### src/shared/rims_pkg.sv
package rims_pkg;
  localparam int unsigned NUM_SRC = 18;
  localparam int unsigned ADDR_W = 8;
  // register byte offsets (no offsets printed for these registers)
  localparam logic [7:0] OFF_UNMASK_SET = 8'h24;
  localparam logic [7:0] OFF_MASK_SET = 8'h28;
  localparam logic [7:0] OFF_MASK_VIEW = 8'h2c;
  localparam logic [7:0] OFF_RAW_VIEW = 8'h30;
  // field positions
  localparam int unsigned BIT_ALARM_LO = 0;
  localparam int unsigned BIT_FULL_ALARM = 8;
  localparam int unsigned BIT_ROLL_LO = 9;
  localparam int unsigned BIT_TICK = 17;
  localparam logic [NUM_SRC-1:0] SRC_FIELD = 18'h3ffff;
  localparam logic [NUM_SRC-1:0] MASK_RESET = 18'h00000;
  localparam logic [31:0] ZERO_WORD = 32'h00000000;
  typedef struct packed {
    logic [ADDR_W-1:0] addr;
    logic write;
    logic [31:0] wdata;
  } rims_req_type;
  typedef enum logic [1:0] {
    RIMS_IDLE,
    RIMS_READ,
    RIMS_WRITE
  } rims_op_type;
endpackage

### src/verilog/rims_mask_bank.sv
`timescale 1ns/1ps
`default_nettype none
module rims_mask_bank (
  input wire logic pclk,
  input wire logic presetn,
  input wire logic [rims_pkg::NUM_SRC-1:0] set_bits,
  input wire logic [rims_pkg::NUM_SRC-1:0] clr_bits,
  output logic [rims_pkg::NUM_SRC-1:0] mask_state
);
  import rims_pkg::*;
  logic [NUM_SRC-1:0] next_mask_state;
  // only ones act; a zero leaves the bit alone
  assign next_mask_state = (mask_state | set_bits) & ~clr_bits;
  always_ff @(posedge pclk or negedge presetn) begin
    if (!presetn) begin
      mask_state <= MASK_RESET;
    end else begin
      mask_state <= next_mask_state;
    end
  end
endmodule
`default_nettype wire

### src/verilog/rims_top.sv
`timescale 1ns/1ps
`default_nettype none
module rims_top (
  input wire logic pclk,
  input wire logic presetn,
  input wire logic psel,
  input wire logic penable,
  input wire logic pwrite,
  input wire logic [rims_pkg::ADDR_W-1:0] paddr,
  input wire logic [31:0] pwdata,
  input wire logic [3:0] pstrb,
  output logic [31:0] prdata,
  output logic pready,
  output logic pslverr,
  input wire logic [rims_pkg::NUM_SRC-1:0] raw_events,
  output logic irq
);
  import rims_pkg::*;

  rims_req_type req;
  rims_op_type op;
  logic [NUM_SRC-1:0] mask_state;
  logic [NUM_SRC-1:0] set_bits;
  logic [NUM_SRC-1:0] clr_bits;
  logic [NUM_SRC-1:0] wfield;
  logic setup;
  logic unmask_wr;
  logic mask_wr;
  // one write strobe per source, unmask side
  logic tick_irq_unmask;
  logic century_roll_irq_unmask;
  logic year_roll_irq_unmask;
  logic month_roll_irq_unmask;
  logic date_roll_irq_unmask;
  logic week_roll_irq_unmask;
  logic hour_roll_irq_unmask;
  logic minute_roll_irq_unmask;
  logic second_roll_irq_unmask;
  logic full_alarm_irq_unmask;
  logic century_alarm_irq_unmask;
  logic year_alarm_irq_unmask;
  logic month_alarm_irq_unmask;
  logic date_alarm_irq_unmask;
  logic week_alarm_irq_unmask;
  logic hour_alarm_irq_unmask;
  logic minute_alarm_irq_unmask;
  logic second_alarm_irq_unmask;
  // one write strobe per source, mask side
  logic tick_irq_mask;
  logic century_roll_irq_mask;
  logic year_roll_irq_mask;
  logic month_roll_irq_mask;
  logic date_roll_irq_mask;
  logic week_roll_irq_mask;
  logic hour_roll_irq_mask;
  logic minute_roll_irq_mask;
  logic second_roll_irq_mask;
  logic full_alarm_irq_mask;
  logic century_alarm_irq_mask;
  logic year_alarm_irq_mask;
  logic month_alarm_irq_mask;
  logic date_alarm_irq_mask;
  logic week_alarm_irq_mask;
  logic hour_alarm_irq_mask;
  logic minute_alarm_irq_mask;
  logic second_alarm_irq_mask;
  logic hit_unmask;
  logic hit_mask;
  logic hit_view;
  logic hit_raw;
  logic mapped;
  logic [31:0] next_prdata;
  logic next_pslverr;
  logic next_irq;

  function automatic logic [31:0] pad_field(input logic [NUM_SRC-1:0] f);
    pad_field = {{(32 - NUM_SRC){1'b0}}, f};
  endfunction

  assign req = '{addr: paddr, write: pwrite, wdata: pwdata};
  assign op = !(psel && penable) ? RIMS_IDLE : (req.write ? RIMS_WRITE : RIMS_READ);
  assign setup = psel && !penable;
  assign hit_unmask = (req.addr == OFF_UNMASK_SET);
  assign hit_mask = (req.addr == OFF_MASK_SET);
  assign hit_view = (req.addr == OFF_MASK_VIEW);
  assign hit_raw = (req.addr == OFF_RAW_VIEW);
  assign mapped = hit_unmask | hit_mask | hit_view | hit_raw;

  // bits 31..18 of the written word are dropped; the low byte lanes gate the field
  assign wfield = req.wdata[NUM_SRC-1:0] & {{2{pstrb[2]}}, {8{pstrb[1]}}, {8{pstrb[0]}}} & SRC_FIELD;
  assign unmask_wr = (op == RIMS_WRITE) && hit_unmask;
  assign mask_wr = (op == RIMS_WRITE) && hit_mask;

  // a written zero gives no strobe, so the mask bit keeps its value
  assign tick_irq_unmask = unmask_wr && wfield[BIT_TICK];
  assign century_roll_irq_unmask = unmask_wr && wfield[BIT_ROLL_LO + 7];
  assign year_roll_irq_unmask = unmask_wr && wfield[BIT_ROLL_LO + 6];
  assign month_roll_irq_unmask = unmask_wr && wfield[BIT_ROLL_LO + 5];
  assign date_roll_irq_unmask = unmask_wr && wfield[BIT_ROLL_LO + 4];
  assign week_roll_irq_unmask = unmask_wr && wfield[BIT_ROLL_LO + 3];
  assign hour_roll_irq_unmask = unmask_wr && wfield[BIT_ROLL_LO + 2];
  assign minute_roll_irq_unmask = unmask_wr && wfield[BIT_ROLL_LO + 1];
  assign second_roll_irq_unmask = unmask_wr && wfield[BIT_ROLL_LO];
  assign full_alarm_irq_unmask = unmask_wr && wfield[BIT_FULL_ALARM];
  assign century_alarm_irq_unmask = unmask_wr && wfield[BIT_ALARM_LO + 7];
  assign year_alarm_irq_unmask = unmask_wr && wfield[BIT_ALARM_LO + 6];
  assign month_alarm_irq_unmask = unmask_wr && wfield[BIT_ALARM_LO + 5];
  assign date_alarm_irq_unmask = unmask_wr && wfield[BIT_ALARM_LO + 4];
  assign week_alarm_irq_unmask = unmask_wr && wfield[BIT_ALARM_LO + 3];
  assign hour_alarm_irq_unmask = unmask_wr && wfield[BIT_ALARM_LO + 2];
  assign minute_alarm_irq_unmask = unmask_wr && wfield[BIT_ALARM_LO + 1];
  assign second_alarm_irq_unmask = unmask_wr && wfield[BIT_ALARM_LO];

  assign tick_irq_mask = mask_wr && wfield[BIT_TICK];
  assign century_roll_irq_mask = mask_wr && wfield[BIT_ROLL_LO + 7];
  assign year_roll_irq_mask = mask_wr && wfield[BIT_ROLL_LO + 6];
  assign month_roll_irq_mask = mask_wr && wfield[BIT_ROLL_LO + 5];
  assign date_roll_irq_mask = mask_wr && wfield[BIT_ROLL_LO + 4];
  assign week_roll_irq_mask = mask_wr && wfield[BIT_ROLL_LO + 3];
  assign hour_roll_irq_mask = mask_wr && wfield[BIT_ROLL_LO + 2];
  assign minute_roll_irq_mask = mask_wr && wfield[BIT_ROLL_LO + 1];
  assign second_roll_irq_mask = mask_wr && wfield[BIT_ROLL_LO];
  assign full_alarm_irq_mask = mask_wr && wfield[BIT_FULL_ALARM];
  assign century_alarm_irq_mask = mask_wr && wfield[BIT_ALARM_LO + 7];
  assign year_alarm_irq_mask = mask_wr && wfield[BIT_ALARM_LO + 6];
  assign month_alarm_irq_mask = mask_wr && wfield[BIT_ALARM_LO + 5];
  assign date_alarm_irq_mask = mask_wr && wfield[BIT_ALARM_LO + 4];
  assign week_alarm_irq_mask = mask_wr && wfield[BIT_ALARM_LO + 3];
  assign hour_alarm_irq_mask = mask_wr && wfield[BIT_ALARM_LO + 2];
  assign minute_alarm_irq_mask = mask_wr && wfield[BIT_ALARM_LO + 1];
  assign second_alarm_irq_mask = mask_wr && wfield[BIT_ALARM_LO];

  assign set_bits = {
    tick_irq_unmask,
    century_roll_irq_unmask,
    year_roll_irq_unmask,
    month_roll_irq_unmask,
    date_roll_irq_unmask,
    week_roll_irq_unmask,
    hour_roll_irq_unmask,
    minute_roll_irq_unmask,
    second_roll_irq_unmask,
    full_alarm_irq_unmask,
    century_alarm_irq_unmask,
    year_alarm_irq_unmask,
    month_alarm_irq_unmask,
    date_alarm_irq_unmask,
    week_alarm_irq_unmask,
    hour_alarm_irq_unmask,
    minute_alarm_irq_unmask,
    second_alarm_irq_unmask
  };
  assign clr_bits = {
    tick_irq_mask,
    century_roll_irq_mask,
    year_roll_irq_mask,
    month_roll_irq_mask,
    date_roll_irq_mask,
    week_roll_irq_mask,
    hour_roll_irq_mask,
    minute_roll_irq_mask,
    second_roll_irq_mask,
    full_alarm_irq_mask,
    century_alarm_irq_mask,
    year_alarm_irq_mask,
    month_alarm_irq_mask,
    date_alarm_irq_mask,
    week_alarm_irq_mask,
    hour_alarm_irq_mask,
    minute_alarm_irq_mask,
    second_alarm_irq_mask
  };

  // write-only set/clear registers read as zero; reserved bits read zero
  // read data is loaded in the setup cycle so that it stands through the access cycle
  assign next_prdata = !(setup && !req.write) ? ZERO_WORD :
                       hit_view ? pad_field(mask_state) :
                       hit_raw ? pad_field(raw_events) : ZERO_WORD;
  // writes to the read-only views are errors too
  assign next_pslverr = setup && (!mapped || (req.write && (hit_view || hit_raw)));
  assign next_irq = |(raw_events & mask_state);

  rims_mask_bank u_bank (
    .pclk(pclk),
    .presetn(presetn),
    .set_bits(set_bits),
    .clr_bits(clr_bits),
    .mask_state(mask_state)
  );

  // zero-wait slave: prdata, pslverr and pready are registered at the end of the setup cycle, the access cycle
  // is answered with pready high from the flop loaded in setup
  always_ff @(posedge pclk or negedge presetn) begin
    if (!presetn) begin
      pready <= 1'b0;
      prdata <= ZERO_WORD;
      pslverr <= 1'b0;
      irq <= 1'b0;
    end else begin
      pready <= setup;
      prdata <= next_prdata;
      pslverr <= next_pslverr;
      irq <= next_irq;
    end
  end
endmodule
`default_nettype wire
### config.mk
export PLATFORM = sky130hd
export DESIGN_NAME = rims_top
export DESIGN_NICKNAME = d
export VERILOG_FILES = /design/src/shared/rims_pkg.sv /design/src/verilog/rims_mask_bank.sv /design/src/verilog/rims_top.sv
export SDC_FILE = /design/constraint.sdc
export NUM_CORES = 1
export LEC_CHECK = 0
export ABC_AREA = 1
export ABC_CLOCK_PERIOD_IN_PS = 1000
export CORE_UTILIZATION = 50
export DETAILED_ROUTE_END_ITERATION = 16
export DONT_BUFFER_PORTS = 1
export GPL_TIMING_DRIVEN = 0
export PLACE_DENSITY = 0.64
export SKIP_CTS_REPAIR_TIMING = 1
export SYNTH_ARGS = -nofsm -noshare
export SYNTH_HDL_FRONTEND = slang
export SYNTH_SLANG_ARGS = --single-unit
### constraint.sdc
create_clock -name pclk -period 1 [get_ports pclk]
set_input_delay 0 -clock pclk [delete_from_list [all_inputs] [get_ports pclk]]
set_output_delay 0 -clock pclk [all_outputs]
set_load 0.005 [all_outputs]
Yosys cells after proc, flatten, opt, wreduce, memory -nomap -nowiden
Cells that the tools add are included.

Equality and inequality tests: 5. Muxes and demuxes: 5. Bitwise gates (word level): 8. Reductions and logical operators: 49.

Operator list (number): 18-bit bitwise AND (3); 18-bit 2-to-1 mux (3); 1-bit logical AND (43); 8-bit by 6-bit equality test with 1-bit output, second input constant (4); 18-bit inverter (1); 18-bit bitwise OR (1); 18-bit OR reduction (1); 2-bit 2-to-1 mux (2); 1-bit logical NOT (3); 1-bit bitwise OR (3); 2-bit equality test, second input constant (1); 1-bit logical OR (2).

Register bits: 39. Bits of input ports: 67. Output and inout port bits: 35. Logic and storage cells: 72.

Depth between registers and ports, before layout
Depth after elaboration: 7. Gate-level depth with buffers: 7. Gate-level depth less buffers: 7.

Hierarchy
A second synthesis with hierarchy kept.

Cell total of the unflattened synthesis: 289. Area total of the unflattened synthesis: 2109.5 µm².

By module, submodules not included: rims_top (instances 1, cells an instance 235, area each 1524.0 µm², sequential area each 525.5 µm²); rims_mask_bank (instances 1, cells an instance 54, area each 585.6 µm², sequential area each 450.4 µm²).

Worst setup path before layout
OpenSTA, ideal clock, no wires.

Path kind: reg-to-reg. From: register u_bank.mask_state[11] (netlist bit). To: register irq. Setup time: 0.121 ns. Arrival: 0.776 ns. Required time: 0.879 ns. Slack: 0.103 ns. Cell stages (with the launch flop): 7. Path buffers: 0. Period minus slack after synthesis: 0.897 ns. Cells stage by stage: dfrtp_1 > nand2_1 > nand2_1 > a21oi_1 > o21ai_0 > nor2_1 > nand2_1.

Word-level cells in the longest chain between the ends: 2.

RTL lines: start, declared (RTL line rims_mask_bank.sv:8) `output logic [rims_pkg::NUM_SRC-1:0] mask_state`; start signal, assigned (RTL line rims_mask_bank.sv:18) `mask_state <= next_mask_state;`; 18-bit bitwise AND (RTL line rims_top.sv:181) `assign next_irq = |(raw_events & mask_state);`; 18-bit OR reduction (RTL line rims_top.sv:181); net next_irq (RTL line rims_top.sv:74) `logic next_irq;`; end signal, assigned (RTL line rims_top.sv:203) `irq <= next_irq;`; end, declared (RTL line rims_top.sv:16) `output logic irq`.

The timed path passes the listed nets, and every way through them passes these cells.

Worst setup path in the final report
From: register u_bank.mask_state[17] (netlist bit). To: register irq.

Same word-level chain as after synthesis.

==> metrics.cfg <==
[synthesis]
synthCells = 300
yosysUniqueCellTypes = 21
syn-cell-area_um2 = 2232
ys.flop_type = dfrtp_1
synth_edf_count = 0
netlist.area_leader.share_pct = 43.72
synth_seq_cells = 39
async_reset_ff_share_pct = 100.0
syn_avg_cell_area_um2 = 7.440
yosysTopAreaCell = dfrtp_1
yosysMostFrequentCell = nand2_1
netlist_top_cells_count = nand2_1, inv_1, dfrtp_1
yosys-top-cells-area = dfrtp_1, nand2_1, a21oi_1, nand3_1, inv_1
yosys_warnings = 0
yosysSeqAreaShare_pct = 43.72

[grt]
grt_max_degree = 40
grt_overflow = 0
antenna_found_initial = 0
grt_pass1_wl_mm = 7.065
grt.total_usage_pct = 20.91
grt_pass1_vias = 1506

[clock_tree]
clk_root_buffer_cell = clkbuf_8
path_clk_slew_ns = 0.07
cts_tree = yes
numCtsBuffers = 5
htreeDepth = 2
cts_sinks = 39
clk_latency_ns = 0.29
max-clock-path-buffers = 2

[setup_path]
path_class = flop to flop
worstPathArrival_ns = 1.21
path_depth = 6
cp_slowest_cell = dfrtp_1
crit_start = u_bank.mask_state[17]$_DFF_PN0_
crit_buf_inv = 0
reg2reg_depth = 6
reg2reg_from = u_bank.mask_state[17]$_DFF_PN0_
timing.rr.end = irq$_DFF_PN0_
setup.worst_path.end = irq$_DFF_PN0_
crit_fanout = 3
setup.worst_path.start_class = flop
crit_family = simple AND/OR/NAND/NOR gates
worstPathCellList = nand2_1, nand2_1, a21oi_2, nand3_1, nor2_1, nand2_1
crit_path_max_incr_delay_ns = 0.41
cp.required_ns = 1.17
crit_path_end_kind = flop
cp_common_cell = nand2_1
r2r_slack_ns = -0.04

[timing]
setup_violations = 1
finalHoldViolCount = 4
whs_ns = -0.03971
fin_crit_ns = 1.039
post-route-period-util_pct = 103.9
slew_viol_final = 0
skew_ns = 0.009724
max_freq_mhz = 962.5
finalWorstSetupSlack_ns = -0.03896
rsz0062_at_grt = yes

[place]
gp_congestion = 0.8293
port_buffers = 0
placed_cells = 363
place.detailed.hpwl_mm = 3.502

[pwr]
power_density_nw_per_um2 = 1092
power.leakage_nw = 1.460
ir_drop_mv = 0.5855

[floorplanning]
ioPinCount = 102
die_h_um = 68.82
dieArea_um2 = 4736
core_area_um2 = 4144
rows = 23
start_util_pct = 53.86
die_w_um = 68.82

[finish]
stdcell_count = 414
areaGrowthSynthToFinish_pct = 29.54
n_antenna_cell = 0
nets = 430
fin_util_pct = 69.78
drive_gt1_share_pct = 14.01

[status]
status = finished, violations left
violations = negative hold slack, negative setup slack

[routing]
drt-initial-drc-count = 142
first_pass_iters = 4
drc_errors = 0
wl_per_cell_um = 12.75
drtAntennaViolNets = 0
num_vias = 2013
vias_per_cell = 4.862
drt-total-wl_mm = 5.278

[run]
drv_cap = 0

[min_path]
hold_class = input pin to flop

## worst register-to-register path: stages, from the launching register on
cell and delay [ns]:
dfrtp_1 0.41, nand2_1 0.07, nand2_1 0.06, a21oi_2 0.10, nand3_1 0.08, nor2_1 0.14, nand2_1 0.06
## registers in the layout, indices dropped and copies added (netlist names)
| name | count |
|---|---|
| prdata | 18 |
| pslverr | 1 |
| irq | 1 |
| pready | 1 |
| u_bank.mask_state | 18 |
## cell type report
type	instances	area, um2
plain buffers	25	190.2
well taps	50	62.56
clock buffers	8	100.1
multi-input cells	199	934.6
flip-flops and latches	39	975.9
fillers	340	1252
repair buffers	43	440.4
inverters	50	187.7
## report_power, final
part	total (W)	internal, W	switching [W]
clock network	0.00114	0.000629	0.000515
logic	0.000418	0.000209	0.000209
registers	0.00159	0.00159	0.00000732
total	0.00316	0.00242	0.000731
## through the flow
stage	setup TNS, ns	instance area (um2)	total power (W)	setup WS (ns)
4_1_cts	-0.07433	2444	0.003010	-0.07433
2_1_floorplan	0	2281	0.001827	0.1029
6_report	-0.03896	2892	0.003156	-0.03896
3_3_place_gp	-0.07203	2344	0.001858	-0.05437
3_5_place_dp	-0.1105	2344	0.001860	-0.05691
5_1_grt	-0.09410	2892	0.003306	-0.09410
## cells in the final DEF, fill, tap and decap left out
cell type,netlist,final
a21oi_1,38,36
a21oi_2,1,3
buf_16,0,1
buf_2,2,2
buf_4,15,18
buf_6,5,5
clkbuf_1,3,4
clkbuf_8,0,7
conb_1,1,14
dfrtp_1,39,39
dlygate4sd3_1,0,39
inv_1,47,47
inv_2,3,3
nand2_1,59,59
nand2_2,3,3
nand3_1,38,38
nand3_2,1,1
nand3_4,1,1
nand4_1,1,1
nor2_1,30,30
nor2_2,2,2
nor2_4,5,5
nor3_1,2,2
o21ai_0,4,3
o21ai_1,0,1
## kinds of logic after synthesis
kind of cell | count (synthesis) | synth area share, %
AND/OR/NAND/NOR | 142 | 29.37
buffers and inverters | 75 | 16.93
AO/OA/AOI/OAI | 43 | 9.809
flip-flops | 39 | 43.72
other | 1 | 0.1680
## per-layer routing
| metal | vias to the layer above | part of all wire [%] | track usage, % |
|---|---|---|---|
| met5 | - | 0 | 0 |
| met4 | 0 | 1.2 | 5.612 |
| met3 | 6 | 8.6 | 6.579 |
| met2 | 95 | 45 | 32.23 |
| met1 | 883 | 45 | 28.18 |
| li1 | 1029 | - | - |
## worst min path at each step
stage	from	endpoint	slack, ns	cells past startpoint
4_1_cts	presetn	u_bank.mask_state[7]$_DFF_PN0_	-0.61	0
3_3_place_gp	presetn	pslverr$_DFF_PN0_	-0.29	0
2_1_floorplan	presetn	irq$_DFF_PN0_	-0.30	0
5_1_grt	raw_events[8]	prdata[8]$_DFF_PN0_	0.003	4
3_5_place_dp	presetn	pslverr$_DFF_PN0_	-0.29	0
6_report	pwdata[8]	u_bank.mask_state[8]$_DFF_PN0_	-0.04	3
Note: power is estimated with default switching activity, not from simulation.
